$ cat config.mk
export PLATFORM = sky130hd
export DESIGN_NAME = hpcb_device_flat
export DESIGN_NICKNAME = d
export VERILOG_FILES = /design/src/rtl/hpcb_pkg.sv /design/src/rtl/hpcb_if.sv /design/src/rtl/hpcb_device.sv /design/src/rtl/hpcb_wait_timer.sv /design/src/flat_wrapper.sv
export VERILOG_INCLUDE_DIRS = /design/src /design/src/rtl
export SDC_FILE = /design/constraint.sdc
export NUM_CORES = 1
export LEC_CHECK = 0
export BUFFER_PORTS_ARGS = -buffer_cell sky130_fd_sc_hd__buf_2
export CAP_MARGIN = 30
export CORE_MARGIN = 1.5
export CORE_UTILIZATION = 30
export CTS_BUF_LIST = sky130_fd_sc_hd__clkbuf_16
export DETAILED_ROUTE_END_ITERATION = 12
export RECOVER_POWER = 100
export SKIP_CTS_REPAIR_TIMING = 1
export SLEW_MARGIN = 20
export SYNTH_ARGS = -nofsm -noshare
export SYNTH_HDL_FRONTEND = slang
export SYNTH_SLANG_ARGS = --single-unit
$ cat constraint.sdc
create_clock -name mclk -period 2.6 [get_ports mclk]
set_clock_uncertainty 0.15 [all_clocks]
set_input_delay 0.26 -clock mclk [delete_from_list [all_inputs] [get_ports mclk]]
set_output_delay 0.26 -clock mclk [all_outputs]
set_load 0.01 [all_outputs]
$ cat src/rtl/hpcb_regs.svh
`ifndef HPCB_REGS_SVH
`define HPCB_REGS_SVH
// What this block does
// - At 48 MHz only external clock code accepted
// - Clock codes: 12 MHz 00/80, 24 MHz 01/81
// - Key other than 0x56 locks clock selector
// - Host locks selector by writing key 0x00
// - Clearing chip reset bit 7 frees macro, PLL
// - External clock: host loads wait 0x0010
// - External oscillator: host loads wait 0x2500
// - Go-active bit starts oscillator, then clock feed
// - Host writes 0x40 to power control
// - Clock feed up sets status bit 0
// - Status and enable drive interrupt pin low
// - Writing one clears clock-ready status
// - Synchronous registers usable only when Active
// - Area0 bits 15:13, 1:0 read zero
// - Endpoint enable bit 7 reads zero
// - Host-cut until power control read, then Sleep

// ==========================================================
// Device register offsets
`define HPCB_A_STAT   8'h00
`define HPCB_A_IEN    8'h08
`define HPCB_A_CRST   8'h11
`define HPCB_A_PM     8'h12
`define HPCB_A_WAIT   8'h14
`define HPCB_A_KEY    8'h71
`define HPCB_A_CSEL   8'h73
`define HPCB_A_AREA0  8'h80
`define HPCB_A_EPA    8'hC6
`define HPCB_A_EPB    8'hC7

// ==========================================================
// Device fields, codes and reset values
`define HPCB_B_READY  0
`define HPCB_B_GO     6
`define HPCB_B_XRST   7
`define HPCB_B_EXT    7
`define HPCB_KEY_OPEN 8'h56
`define HPCB_KEY_LOCK 8'h00
`define HPCB_CS_12OSC 8'h00
`define HPCB_CS_24OSC 8'h01
`define HPCB_CS_12EXT 8'h80
`define HPCB_CS_24EXT 8'h81
`define HPCB_CS_48EXT 8'h83
`define HPCB_AREA0_MSK 16'h1FFC
`define HPCB_EP_MSK   8'h7F
`define HPCB_RST_CRST 8'h80
`define HPCB_RST_KEY  8'h56
`define HPCB_RST_CSEL 8'h00
`define HPCB_CRST_RUN 8'h00
`define HPCB_PM_GO    8'h40
`define HPCB_STAT_CLR 8'h01
`define HPCB_WAIT_EXT 16'h0010
`define HPCB_WAIT_OSC 16'h2500
`define HPCB_TICK_CYC 8'h04

// ==========================================================
// Controller register offsets and fields
`define HPCB_P_CTRL   8'h00
`define HPCB_P_CFG    8'h04
`define HPCB_P_RAW    8'h08
`define HPCB_P_RES    8'h0C
`define HPCB_P_IST    8'h10
`define HPCB_P_IMSK   8'h14
`define HPCB_C_START  0
`define HPCB_C_RAW    1
`define HPCB_RAW_WE   8

// ==========================================================
// Bring-up sequence steps
`define HPCB_S_PMRD   4'h0
`define HPCB_S_OPEN   4'h1
`define HPCB_S_CSEL   4'h2
`define HPCB_S_LOCK   4'h3
`define HPCB_S_CRST   4'h4
`define HPCB_S_WAIT   4'h5
`define HPCB_S_GO     4'h6
`define HPCB_S_POLL   4'h7
`define HPCB_S_CLR    4'h8
`endif

$ cat src/rtl/hpcb_pkg.sv
package hpcb_pkg;
    // ==========================================================
    // States
    typedef enum logic [1:0] {DS_CUT, DS_SLEEP, DS_WAIT, DS_ACTIVE}
        hpcb_dev_e;
    typedef enum logic [1:0] {HS_IDLE, HS_ISSUE, HS_WAIT} hpcb_host_e;

    // ==========================================================
    // One link access of the bring-up engine
    typedef struct packed {
        logic        we;
        logic [7:0]  addr;
        logic [15:0] data;
    } hpcb_op_s;
endpackage : hpcb_pkg

$ cat src/rtl/hpcb_if.sv
`timescale 1ns/1ps
// ==========================================================
// Host register port between controller and device
interface hpcb_if;
    logic        req;
    logic        we;
    logic [7:0]  addr;
    logic [15:0] wdata;
    logic        ack;
    logic [15:0] rdata;
    logic        irq_out_n;

    modport dev  (input req, we, addr, wdata,
                  output ack, rdata, irq_out_n);
    modport host (output req, we, addr, wdata,
                  input ack, rdata, irq_out_n);
endinterface : hpcb_if

$ cat src/rtl/hpcb_device.sv
`timescale 1ns/1ps
`include "hpcb_regs.svh"
module hpcb_device
    import hpcb_pkg::*;
(
    // Clock and reset
    input  wire logic  mclk,
    input  wire logic  arst_n,
    // Host register port
    hpcb_if.dev        link,
    // Clock and power outputs
    output hpcb_dev_e  dev_state,
    output logic       xcvr_reset,
    output logic       pll_enable,
    output logic       osc_enable,
    output logic       clk_feed_en,
    output logic [7:0] clk_select
);
    typedef struct packed {
        hpcb_dev_e   st;
        logic        ack;
        logic [15:0] rdata;
        logic        irq_n;
        logic [7:0]  stat;
        logic [7:0]  ien;
        logic [7:0]  crst;
        logic [7:0]  pm;
        logic [15:0] wait_val;
        logic [7:0]  key;
        logic [7:0]  csel;
        logic [15:0] area0;
        logic [7:0]  epa;
        logic [7:0]  epb;
        logic        pll;
        logic        osc;
        logic        feed;
    } hpcb_dev_s;

    hpcb_dev_s s;
    hpcb_dev_s next_s;
    logic      take;
    logic      wr;
    logic      act;
    logic      tmr_start;
    logic      tmr_done;

    // ==========================================================
    // Oscillation wait countdown
    hpcb_wait_timer u_timer (
        .mclk   (mclk),
        .arst_n (arst_n),
        .start  (tmr_start),
        .load   (s.wait_val),
        .busy   (),
        .done   (tmr_done)
    );

    // Legal selector codes; 48 MHz has no oscillator code
    function automatic logic csel_ok(input logic [7:0] c);
        csel_ok = (c == `HPCB_CS_12OSC) || (c == `HPCB_CS_24OSC) ||
                  (c == `HPCB_CS_12EXT) || (c == `HPCB_CS_24EXT) ||
                  (c == `HPCB_CS_48EXT);
    endfunction : csel_ok

    // ==========================================================
    // Register access, power state and interrupt
    always_comb
    begin
        next_s     = s;
        next_s.ack = 1'b0;
        take       = link.req && !s.ack;
        wr         = take && link.we;
        act        = (s.st == DS_ACTIVE);
        tmr_start  = 1'b0;
        if (take)
        begin
            next_s.ack   = 1'b1;
            next_s.rdata = 16'h0000;
            if (s.st == DS_CUT)
            begin
                // Only a read of power control lets the host in
                if (!link.we && link.addr == `HPCB_A_PM)
                    next_s.st = DS_SLEEP;
            end
            else
            begin
                unique case (link.addr)
                    `HPCB_A_STAT:
                    begin
                        next_s.rdata[7:0] = s.stat;
                        if (wr)
                            next_s.stat = s.stat & ~link.wdata[7:0];
                    end
                    `HPCB_A_IEN:
                    begin
                        next_s.rdata[7:0] = s.ien;
                        if (wr)
                            next_s.ien = link.wdata[7:0];
                    end
                    `HPCB_A_CRST:
                    begin
                        next_s.rdata[7:0] = s.crst;
                        if (wr)
                            next_s.crst = link.wdata[7:0];
                    end
                    `HPCB_A_PM:
                    begin
                        next_s.rdata[7:0] = s.pm;
                        if (wr)
                            next_s.pm = link.wdata[7:0];
                    end
                    `HPCB_A_WAIT:
                    begin
                        next_s.rdata = s.wait_val;
                        if (wr)
                            next_s.wait_val = link.wdata;
                    end
                    `HPCB_A_KEY:
                    begin
                        next_s.rdata[7:0] = s.key;
                        if (wr)
                            next_s.key = link.wdata[7:0];
                    end
                    `HPCB_A_CSEL:
                    begin
                        next_s.rdata[7:0] = s.csel;
                        // Locked or unknown codes leave the clock alone
                        if (wr && s.key == `HPCB_KEY_OPEN &&
                            csel_ok(link.wdata[7:0]))
                            next_s.csel = link.wdata[7:0];
                    end
                    `HPCB_A_AREA0:
                    begin
                        if (act)
                        begin
                            next_s.rdata = s.area0;
                            if (wr)
                                next_s.area0 = link.wdata &
                                               `HPCB_AREA0_MSK;
                        end
                    end
                    `HPCB_A_EPA:
                    begin
                        if (act)
                        begin
                            next_s.rdata[7:0] = s.epa;
                            if (wr)
                                next_s.epa = link.wdata[7:0] &
                                             `HPCB_EP_MSK;
                        end
                    end
                    `HPCB_A_EPB:
                    begin
                        if (act)
                        begin
                            next_s.rdata[7:0] = s.epb;
                            if (wr)
                                next_s.epb = link.wdata[7:0] &
                                             `HPCB_EP_MSK;
                        end
                    end
                    default:
                    begin
                        next_s.rdata = 16'h0000;
                    end
                endcase
            end
        end

        // PLL may run once the macro leaves reset
        next_s.pll = !s.crst[`HPCB_B_XRST];

        // Go-active waits for a running PLL before counting
        if (s.st == DS_SLEEP && s.pm[`HPCB_B_GO] &&
            !s.crst[`HPCB_B_XRST])
        begin
            tmr_start  = 1'b1;
            next_s.st  = DS_WAIT;
            next_s.osc = 1'b1;
        end

        // Feed starts after the count; set beats a same-cycle clear
        if (s.st == DS_WAIT && tmr_done)
        begin
            next_s.st                 = DS_ACTIVE;
            next_s.feed               = 1'b1;
            next_s.stat[`HPCB_B_READY] = 1'b1;
        end

        next_s.irq_n = ~|(next_s.stat & next_s.ien);
    end

    // ==========================================================
    // State register
    always_ff @(posedge mclk or negedge arst_n)
    begin
        if (!arst_n)
        begin
            s       <= '0;
            s.st    <= DS_CUT;
            s.irq_n <= 1'b1;
            s.crst  <= `HPCB_RST_CRST;
            s.key   <= `HPCB_RST_KEY;
            s.csel  <= `HPCB_RST_CSEL;
        end
        else
            s <= next_s;
    end

    // Outputs straight from the state register
    assign link.ack       = s.ack;
    assign link.rdata     = s.rdata;
    assign link.irq_out_n = s.irq_n;
    assign dev_state      = s.st;
    assign xcvr_reset     = s.crst[`HPCB_B_XRST];
    assign pll_enable     = s.pll;
    assign osc_enable     = s.osc;
    assign clk_feed_en    = s.feed;
    assign clk_select     = s.csel;
endmodule : hpcb_device

$ cat src/rtl/hpcb_wait_timer.sv
`timescale 1ns/1ps
`include "hpcb_regs.svh"
module hpcb_wait_timer
    import hpcb_pkg::*;
(
    // Clock and reset
    input  wire logic        mclk,
    input  wire logic        arst_n,
    // Control
    input  wire logic        start,
    input  wire logic [15:0] load,
    // Status
    output logic             busy,
    output logic             done
);
    typedef struct packed {
        logic        busy;
        logic        done;
        logic [7:0]  pre;
        logic [15:0] cnt;
    } hpcb_tmr_s;

    hpcb_tmr_s s;
    hpcb_tmr_s next_s;

    // ==========================================================
    // Prescaled countdown; a zero load still waits one tick
    always_comb
    begin
        next_s = s;
        next_s.done = 1'b0;
        if (start)
        begin
            next_s.busy = 1'b1;
            next_s.pre  = 8'h00;
            next_s.cnt  = load;
        end
        else if (s.busy)
        begin
            if (s.pre == `HPCB_TICK_CYC - 8'h01)
            begin
                next_s.pre = 8'h00;
                if (s.cnt == 16'h0000)
                begin
                    next_s.busy = 1'b0;
                    next_s.done = 1'b1;
                end
                else
                    next_s.cnt = s.cnt - 16'h0001;
            end
            else
                next_s.pre = s.pre + 8'h01;
        end
    end

    // State register
    always_ff @(posedge mclk or negedge arst_n)
    begin
        if (!arst_n)
            s <= '0;
        else
            s <= next_s;
    end

    assign busy = s.busy;
    assign done = s.done;
endmodule : hpcb_wait_timer

$ cat src/flat_wrapper.sv
// flat-port wrapper written by rule: the top's interface ports become plain ports
module hpcb_device_flat import hpcb_pkg::*;
  (mclk, arst_n, dev_state, xcvr_reset, pll_enable, osc_enable, clk_feed_en, clk_select, link_req, link_we, link_addr, link_wdata, link_ack, link_rdata, link_irq_out_n);
  hpcb_if link_i ();
  input  wire logic mclk;
  input  wire logic arst_n;
  output hpcb_dev_e dev_state;
  output logic xcvr_reset;
  output logic pll_enable;
  output logic osc_enable;
  output logic clk_feed_en;
  output logic [7:0] clk_select;
  input wire logic [$bits(link_i.req)-1:0] link_req;
  input wire logic [$bits(link_i.we)-1:0] link_we;
  input wire logic [$bits(link_i.addr)-1:0] link_addr;
  input wire logic [$bits(link_i.wdata)-1:0] link_wdata;
  output wire logic [$bits(link_i.ack)-1:0] link_ack;
  output wire logic [$bits(link_i.rdata)-1:0] link_rdata;
  output wire logic [$bits(link_i.irq_out_n)-1:0] link_irq_out_n;
  assign link_i.req = link_req;
  assign link_i.we = link_we;
  assign link_i.addr = link_addr;
  assign link_i.wdata = link_wdata;
  assign link_ack = link_i.ack;
  assign link_rdata = link_i.rdata;
  assign link_irq_out_n = link_i.irq_out_n;
  hpcb_device u_core (.mclk(mclk), .arst_n(arst_n), .link(link_i), .dev_state(dev_state), .xcvr_reset(xcvr_reset), .pll_enable(pll_enable), .osc_enable(osc_enable), .clk_feed_en(clk_feed_en), .clk_select(clk_select));
endmodule
* After elaboration in Yosys (flattened, before gate mapping) *
Index checks and enable logic that the tools add are counted.

storage, ports and cells
  flip-flop bits (word level) = 138
  input bits = 28
  output and inout bits = 32
  logic and storage cells = 129

operators by class
  add/sub/neg operators = 2
  equal/unequal tests = 19
  muxes and demuxes = 47
  bitwise operators = 4
  reduce and logical (&&, ||, !) cells = 36

operator list
  kind                                                 number
  two-way mux 96 bit                                   2
  two-way mux 8 bit                                    14
  two-way mux 16 bit                                   6
  one-hot mux 8 bit (10 select lines)                  1
  two-way mux 7 bit                                    7
  equality test 8 bit, second input constant           6
  two-way mux 13 bit                                   3
  two-way mux 26 bit                                   1
  equality test 8 x 5 -> 1 bit, second input constant  3
  equality test 8 x 7 -> 1 bit, second input constant  3
  two-way mux 24 bit                                   1
  AND reduction 4 bit                                  5
  two-way mux 19 bit                                   1
  bitwise AND 8 bit                                    2
  zero test 16 bit                                     1
  zero test 8 bit                                      2
  one-hot mux 8 bit (2 select lines)                   1
  subtractor 16 x 1 -> 16 bit, second input constant   1
  AND reduction 5 bit                                  3
  two-way mux 2 bit                                    6
  nonzero test 3 bit                                   3
  adder 8 x 1 -> 8 bit, second input constant          1
  equality test 8 x 1 -> 1 bit, second input constant  1
  equality test 8 x 2 -> 1 bit, second input constant  1
  14 further kinds                                     33

* Logic depth before layout (Yosys ltp) *
Gate-level depths: netlist (run 1).

  word-level depth = 14
  depth in mapped cells = 9
  gate-level depth less buffers = 8

* Cells and area by module *
A second synthesis (run 1) with hierarchy kept.

unflattened totals
  cell total of the unflattened synthesis = 615
  area, all modules = 7013.0 µm²

modules (own cells, without submodules)
  module           instances  cells an instance  area an instance (µm²)
  hpcb_device      1          432                5310.1
  hpcb_wait_timer  1          183                1702.9

* Worst setup path after synthesis (run 1) *
OpenSTA, ideal clock, no wires.

  kind = register to register
  start point = reg u_core.u_timer.s[16] in the netlist's numbering
  end point = reg u_core.u_timer.s[10] in the netlist's numbering
  setup time = 0.132 ns
  arrival time = 2.123 ns
  data required time = 2.318 ns
  path slack = 0.195 ns
  stages on the path, launching flop included = 8
  cell sequence = dfrtp_1 ha_1 or4b_1 nor4_2 a21oi_1 or4_1 xor2_1 o21ai_1

on the way
  longest elaborated chain between the ends = 3

RTL lines
  item                           line                   RTL
  start, declared                hpcb_wait_timer.sv:23  hpcb_tmr_s s;
  start signal, assigned         hpcb_wait_timer.sv:62  s <= next_s;
  equality test 8 x 2 -> 1 bit   hpcb_wait_timer.sv:40  if (s.pre == `HPCB_TICK_CYC - 8'h01)
  nonzero test 2 bit (no line)   n/a
  AND reduction 3 bit (no line)  n/a

Every way passes these cells.
A chain may end at the register's enable or synchronous reset.

==> results of run 1 <==
-- layout by cell type, fill, tap and decap left out, types with 11 or more instances in the layout --
master	Yosys	layout
nor2_1	27	27
mux2_2	47	43
nand3_1	16	16
mux2i_1	12	12
clkbuf_16	0	17
nand4_1	10	11
dfrtp_1	132	132
mux2_1	29	33
inv_1	12	13
buf_2	10	27
clkbuf_1	21	41
nor4_1	12	13
o21ai_0	10	19
a22oi_1	26	26
nand2_1	52	52
buf_4	26	21
-- metal layers --
metal	routed length, microns	up-vias	track usage
met5	0	-	0
met4	260	0	0.04762
met3	1152	20	0.03614
met2	8238	174	0.2465
met1	8688	2562	0.2230
li1	-	2357	-
-- layout make-up --
type,count,share of cell area
clock buffers,17,0.05304
clock inverters,15,0.02059
inverters,13,0.006084
repair buffers,106,0.07379
well taps,285,0.04446
flip-flops and latches,138,0.4315
diodes,1,0.0003120
multi-input cells,405,0.3702
-- worst paths after layout --
kind / from / end / slack [ps] / cells past startpoint
setup / recovery: u_core.link.ack / u_core.link.irq_out_n / 140 / 6
hold / removal: link_wdata[1] / u_core.s[84] / 40 / 2
setup reg to reg: u_core.link.ack / u_core.link.irq_out_n / 140 / 6
hold reg to reg: u_core.s[29] / u_core.link.rdata[10] / 310 / 2
max in group asynchronous: arst_n / u_core.link.rdata[4] / 430 / 3
min in group asynchronous: arst_n / u_core.u_timer.s[5] / 560 / 2
-- cell families after synthesis --
group,after synthesis
XOR/XNOR,17
adder cells (fa/ha/maj),3
buffers and inverters,75
AND/OR/NAND/NOR,195
AO/OA/AOI/OAI,102
multiplexers,88
flip-flops,138
-- power groups by stage --
stage	clock (mW)	sequential, mW	combinational [mW]
6_report	2.41	2.19	0.257
5_1_grt	2.56	2.19	0.282
4_1_cts	2.46	2.19	0.257
3_5_place_dp	0	2.23	0.256
3_3_place_gp	0	2.23	0.254
2_1_floorplan	0	2.23	0.122
-- sequential cells by signal, indices dropped and copies added (netlist names) --
register and flops:
u_core.s 80, u_core.u_timer.s 24, u_core.link.rdata 16, u_core.clk_select 8
u_core.dev_state 2, u_core.clk_feed_en 1, u_core.link.ack 1, u_core.link.irq_out_n 1
u_core.osc_enable 1, u_core.pll_enable 1, u_core.u_timer.busy 1, u_core.u_timer.done 1
u_core.xcvr_reset 1
-- critical path, stage by stage (launching register included) --
cell	delay [ps]
dfrtp_1	410
and3b_1	330
nand4_1	320
mux2_1	420
nor3b_1	140
a2111o_1	390
nor3b_1	210
==> impl_metrics.yaml, run 1 <==
worst_setup_path:
  path_max_fanout: 5
  startpoint_type: "flop"
  crit_path_end_kind: "flop"
  crit_arrival_ps: 2650
  critPathRequiredTime_ps: 2780
  critPathKind: "reg -> reg"
power:
  power.share.combinational: 0.053
  clockPowerShare: 0.496
  netSwitchingPower_mw: 1.177
  power.leakage_nw: 3.698
  swShare: 0.2421
  power.density_nw_per_um2: 606.2
  fin_total_pwr_mw: 4.862
  pwr-share-seq: 0.451
  p_int_mw: 3.685
  vdd_drop_max_v: 0.0004229
outcome:
  status: "complete, no violations"
clocking:
  clkSinkCount: 138
  clockBufferDepth: 2
  numCtsBuffers: 17
  worstSkewPairLatency_ps: 420
  cts_max_level: 4
  root_buffer: "clkbuf_16"
  cts_tree: "built"
  clk_pin_slew_worst_paths_ps: 60
floorplan:
  start_util: 0.3046
  fp.dieH_microns: 154.4
  ioPinCount: 60
  dieArea_sq_um: 23830
  num_rows: 55
  core_region_area_sq_um: 22570
  die_w_microns: 154.4
placement:
  dp_slack_ps: -4.755
  io_buffers: 59
  gp_congestion: 0.8727
  dpl.hpwl_mm: 13.29
  dp_cells: 938
  place_area_sq_um: 7513
grt:
  gr-total-overflow: 0
  grt_pass1_vias: 5127
  grt_pass1_wl_mm: 29.37
  grtUsageTotal: 0.1594
  grt_max_degree: 58
  grt_antenna_before_repair: 0
sta:
  maxSlewHeadroom: 0.07298
  tightest_slew_ps: 1391
  setup_viol: 0
  rsz0062_at_grt: "no"
  hold_ws_ps: 38.71
  fin_ws_ps: 136.4
  clock.fmax_mhz: 405.9
  finalMaxSlewViolations: 0
  setup_tns_ps: 0
  period_minus_slack_ps: 2464
  fin_crit_sh: 0.9475
  finalHoldViolCount: 0
route:
  dr.pass1.iters: 5
  route.detailed.drc: 0
  vias: 5113
  dr.first_iter.drc_count: 327
  wl_per_cell_microns: 18.71
  antenna_left: 0
  drt-total-wl_mm: 18.34
  viasPerCell: 5.217
synthesis:
  synthMuxAreaShare: 0.1419
  ys_seq_elements: 138
  synth_area_sq_um: 6875
  syn_nets: 649
  synth.distinct_cells: 68
  synth_top_family_by_area: "simple AND/OR/NAND/NOR gates"
  post_synth.cell_area_avg_sq_um: 11.13
  netlist.area_leader.share: 0.4804
  synth_enable_flop_cells: 0
  synth_common_cells: "dfrtp_1, nand2_1, mux2_2"
  ys_warn_count: 0
  yosysMostFrequentCell: "dfrtp_1"
  synthAdderAreaFrac: 0.005460
  synthSimpleGateAreaFrac: 0.1678
  synth_xor_area_frac: 0.02166
  netlist_top_cells_area: "dfrtp_1, mux2_2, mux2_1"
  synth-compound-area-share: 0.1006
  ys_seq_area_frac: 0.5034
  synth_async_sr_flop_share: 1.000
  yosys.area.top_type: "dfrtp_1"
  synth_flop_cell: "dfrtp_1"
  synth_cells: 618
final_layout:
  seqCellArea_sq_um: 3461
  finalNonFillerCells: 980
  final_layout_size_suffix_gt1_frac: 0.2133
  syn_to_final_growth_pct: 16.65
  finalInstanceArea_sq_um: 8020
  final_nets: 712
  finish.utilization: 0.3553
  fillerInstances: 2310
  multi_input_area_sq_um: 2969
min_path:
  hp-class: "in -> reg"
flow_run:
  drv_cap: 0
No activity file was read; power rests on OpenSTA's default activity.
==> run 2: changes to the inputs <==
- CORE_UTILIZATION: 30 -> 60
- PLACE_DENSITY: not set -> 0.8
==> run 2 against run 1 <==
- clock power up 3%
- power increased by 1.6%
- utilization rose by 36 points
- via count grew 5.9%
- first-iteration DRC count rose by 77%
- sequential power barely moved
- non-clock buffer count grew 1
- critical endpoint is now u_core.u_timer.s[10]
- largest cell class unchanged
- highest routed layer unchanged
==> impl_metrics.yaml, run 2 (synthesis gave the netlist of run 1 again) <==
floorplan:
  dieArea_sq_um: 12110
  ioPinCount: 60
  die_w_microns: 110.0
  num_rows: 38
  fp.dieH_microns: 110.0
  core_region_area_sq_um: 10980
  start_util: 0.6260
sta:
  tightest_slew_ps: 1267
  clock.fmax_mhz: 394.0
  finalMaxSlewViolations: 0
  fin_ws_ps: 62.17
  setup_tns_ps: 0
  period_minus_slack_ps: 2538
  hold_ws_ps: 48.83
  maxSlewHeadroom: 0.1552
  fin_crit_sh: 0.9761
  finalHoldViolCount: 0
  setup_viol: 0
clocking:
  numCtsBuffers: 17
  worstSkewPairLatency_ps: 420
  clk_pin_slew_worst_paths_ps: 60
  root_buffer: "clkbuf_16"
  clockBufferDepth: 2
  cts_max_level: 4
  cts_tree: "built"
  clkSinkCount: 138
grt:
  grt_pass1_wl_mm: 28.43
  grt_pass1_vias: 5249
  gr-total-overflow: 0
  grtUsageTotal: 0.3191
  grt_max_degree: 56
  grt_antenna_before_repair: 0
final_layout:
  fillerInstances: 775
  antenna-diode-count: 0
  finish.utilization: 0.7161
  final_cell_mix: "dfrtp_1, nand2_1, clkbuf_1"
  largest_register_ffs: 80
  final_layout_size_suffix_gt1_frac: 0.2029
  final_common_cell: "dfrtp_1"
  final_nets: 713
  syn_to_final_growth_pct: 14.39
  seqCellArea_sq_um: 3461
  regMostFlops: "u_core.s"
  multi_input_area_sq_um: 2973
route:
  route.detailed.drc: 0
  antenna_left: 0
  drt-met1-wl_mm: 7.538
  wl_per_cell_microns: 21.68
  viasPerCell: 6.487
  dr.pass1.iters: 5
  wl_met2_mm: 8.460
  drt-total-wl_mm: 18.10
  highest_layer: "met4"
  vias: 5417
  dr_wl_met3_mm: 1.740
  dr.first_iter.drc_count: 580
worst_setup_path:
  critPathRequiredTime_ps: 2750
  critPathKind: "reg -> reg"
  path_max_fanout: 4
  crit_arrival_ps: 2690
  startpoint_type: "flop"
  crit_path_end_kind: "flop"
flow_run:
  drv_cap: 0
placement:
  dp_slack_ps: 54.41
  io_buffers: 59
  dpl.hpwl_mm: 12.55
  gp_congestion: 1.023
power:
  power.density_nw_per_um2: 628.0
  vdd_drop_max_v: 0.0005982
  power.leakage_nw: 3.728
  fin_total_pwr_mw: 4.939
min_path:
  hp-class: "in -> reg"
outcome:
  status: "complete, no violations"
[run 2: cell count changes in the layout (fill, tap and decap cells not counted), moves of 3 or more]
| cell | before | now |
|---|---|---|
| clkbuf_1 | 41 | 44 |
| clkbuf_2 | 7 | 4 |
| clkinv_4 | 4 | 1 |
| inv_6 | 4 | 0 |
[run 2: cell type report]
cell class                      instances  share of cell area
Timing Repair Buffer                  107             0.07604
Inverter                               13            0.006204
Clock buffer                           17             0.05409
Tap cell                              140             0.02227
Sequential cell                       138              0.4400
Clock inverter                         15             0.02339
Multi-Input combinational cell        405              0.3780
[run 2: per-layer routing]
metal | GRT usage | up-vias
li1 | - | 2363
met1 | 0.4351 | 2709
met2 | 0.4880 | 304
met3 | 0.09877 | 41
met4 | 0.1030 | 0
met5 | 0 | -
[run 2: critical path, stage by stage (launching register included)]
cell and delay (ps):
dfrtp_1 380, ha_2 220, or4b_4 500, nor4_4 210, a21oi_1 140, or4_1 520
xor2_1 210, o21ai_1 100
[run 2: final timing paths]
| path | start | end | slack [ps] | cells after the start |
|---|---|---|---|---|
| max | u_core.u_timer.s[16] | u_core.u_timer.s[10] | 60 | 7 |
| min | link_wdata[7] | u_core.xcvr_reset | 50 | 3 |
| max reg2reg | u_core.u_timer.s[16] | u_core.u_timer.s[10] | 60 | 7 |
| min reg2reg | u_core.s[29] | u_core.link.rdata[10] | 320 | 2 |
| max in group asynchronous | arst_n | u_core.link.rdata[8] | 570 | 3 |
| min in group asynchronous | arst_n | u_core.clk_select[5] | 500 | 2 |
[run 2: power breakdown]
part / internal [mW] / total [mW] / switching, mW
clock network: 1.58 / 2.49 / 0.904
registers: 2.17 / 2.19 / 0.0186
logic: 0.0831 / 0.257 / 0.173
total: 3.84 / 4.94 / 1.10
[run 2: through the flow]
step | area [sq um] | std cells
after floorplan | 6875 | 618
after global placement | 7327 | 794
after detailed placement | 7327 | 794
after CTS | 7936 | 826
after global routing | 7865 | 835
final | 7865 | 835
==> run 3: changes to the inputs <==
- RECOVER_POWER: 100 -> not set
==> run 3 against run 2 <==
- wire length down 0.12%
- largest cell class unchanged
- sequential power about the same
- flip-flop and latch count unchanged
- cell count unchanged
- global-route usage unchanged
==> impl_metrics.yaml, run 3 (synthesis gave the netlist of run 1 again) <==
worst_setup_path:
  critPathKind: "reg -> reg"
  path_buf_inv: 0
  critPathRequiredTime_ps: 2750
  slowest_delay_ps: 520
  ff2ff_setup_slack_ps: 70
  crit_family: "simple AND/OR/NAND/NOR gates"
  crit_chain: "ha_2 -> or4b_4 -> nor4_4 -> a21oi_1 -> or4_1 -> xor2_1 -> o21ai_1"
  reg2regPathDepth: 7
  crit_arrival_ps: 2690
  regToRegStartpoint: "u_core.u_timer.s[16]"
  slowest_stage: "or4_1"
  crit_path_end_kind: "flop"
  path_max_fanout: 4
  startpoint_type: "flop"
  r2r_end: "u_core.u_timer.s[10]"
final_layout:
  regMostFlops: "u_core.s"
  finish.utilization: 0.7324
  final_layout_size_suffix_gt1_frac: 0.2921
  largest_register_ffs: 80
  syn_to_final_growth_pct: 17.00
  antenna-diode-count: 0
  fillerInstances: 725
  final_cell_mix: "dfrtp_1, buf_2, nand2_1"
  finalInstanceArea_sq_um: 8044
  final_common_cell: "dfrtp_1"
  final_nets: 713
sta:
  finalHoldViolCount: 0
  tightest_slew_ps: 789.4
  finalMaxSlewViolations: 0
  fin_crit_sh: 0.9744
  maxSlewHeadroom: 0.4727
  clock.fmax_mhz: 394.7
  setup_viol: 0
  period_minus_slack_ps: 2534
placement:
  dpl.hpwl_mm: 12.55
  io_buffers: 59
  gp_congestion: 1.023
  place_area_sq_um: 7327
grt:
  gr-total-overflow: 0
  grtUsageTotal: 0.3191
  grt_antenna_before_repair: 0
  grt_pass1_wl_mm: 28.43
  grt_max_degree: 56
  grt_pass1_vias: 5249
clocking:
  clk_pin_slew_worst_paths_ps: 60
  root_buffer: "clkbuf_16"
  clkSinkCount: 138
  worstSkewPairLatency_ps: 420
  numCtsBuffers: 17
  clockBufferDepth: 2
  cts_tree: "built"
  cts_max_level: 4
floorplan:
  dieArea_sq_um: 12110
  start_util: 0.6260
  num_rows: 38
  fp.dieH_microns: 110.0
  ioPinCount: 60
  core_region_area_sq_um: 10980
  die_w_microns: 110.0
route:
  vias: 5365
  dr.pass1.iters: 6
  route.detailed.drc: 0
  antenna_left: 0
  dr.first_iter.drc_count: 592
  drt-total-wl_mm: 18.08
  wl_per_cell_microns: 21.66
  viasPerCell: 6.425
power:
  power.leakage_nw: 3.926
  fin_total_pwr_mw: 4.953
  vdd_drop_max_v: 0.0005975
  power.density_nw_per_um2: 615.8
min_path:
  min_path_cells: 3
  min_to: "u_core.xcvr_reset"
  hp-class: "in -> reg"
  worstHoldStart: "link_wdata[7]"
outcome:
  status: "complete, no violations"
flow_run:
  drv_cap: 0
[run 3: cell types whose count changed in the layout (fill, tap and decap cells not counted), sizes merged]
cell	before	now
buf	50	98
clkbuf	65	17
[run 3: report_power, final]
group          internal (mW)  switching (mW)  leakage [nW]
sequential              2.18          0.0185          1.88
combinational         0.0885           0.178          1.76
clock                   1.59           0.908         0.292
[run 3: how the worst max path moves through the flow]
stage                         startpoint                     to  cells past startpoint
floorplan           u_core.u_timer.s[16]   u_core.u_timer.s[10]                      7
global placement            link_addr[3]  u_core.link.irq_out_n                      7
detailed placement          link_addr[1]  u_core.link.irq_out_n                      7
CTS                 u_core.u_timer.s[16]   u_core.u_timer.s[10]                      7
global route        u_core.u_timer.s[16]   u_core.u_timer.s[10]                      7
finish              u_core.u_timer.s[16]   u_core.u_timer.s[10]                      7
[run 3: cell type report]
| cell class | count | area, sq um | share of cell area |
|---|---|---|---|
| well taps | 140 | 175.2 | 0.02178 |
| clock buffers | 17 | 425.4 | 0.05289 |
| inverters | 13 | 48.80 | 0.006066 |
| clock inverters | 15 | 183.9 | 0.02287 |
| flip-flops and latches | 138 | 3461 | 0.4302 |
| multi-input cells | 405 | 3040 | 0.3780 |
| repair buffers | 107 | 709.4 | 0.08819 |
[run 3: layer usage]
layer  vias up  wire length [microns]  track usage
met3        42                   1754      0.09877
met1      2690                   7547       0.4351
met4         0                    340       0.1030
met5         -                      0            0
met2       279                   8440       0.4880
li1       2354                      -            -
[run 3: worst register-to-register path, stage by stage, from the launching register on]
cell and delay, ps:
dfrtp_1 380, ha_2 220, or4b_4 500, nor4_4 210
a21oi_1 140, or4_1 520, xor2_1 210, o21ai_1 100
[run 3: per-stage QoR]
step           setup TNS (ps)  hold WS, ps  cells  worst slack [ps]
2_1_floorplan               0       -185.6    618             195.1
3_3_place_gp                0        72.05    794             139.8
3_5_place_dp                0        80.85    794             54.41
4_1_cts                     0       -363.2    826             39.97
5_1_grt                -59.41        34.98    835            -59.41
6_report                    0        25.96    835             66.43
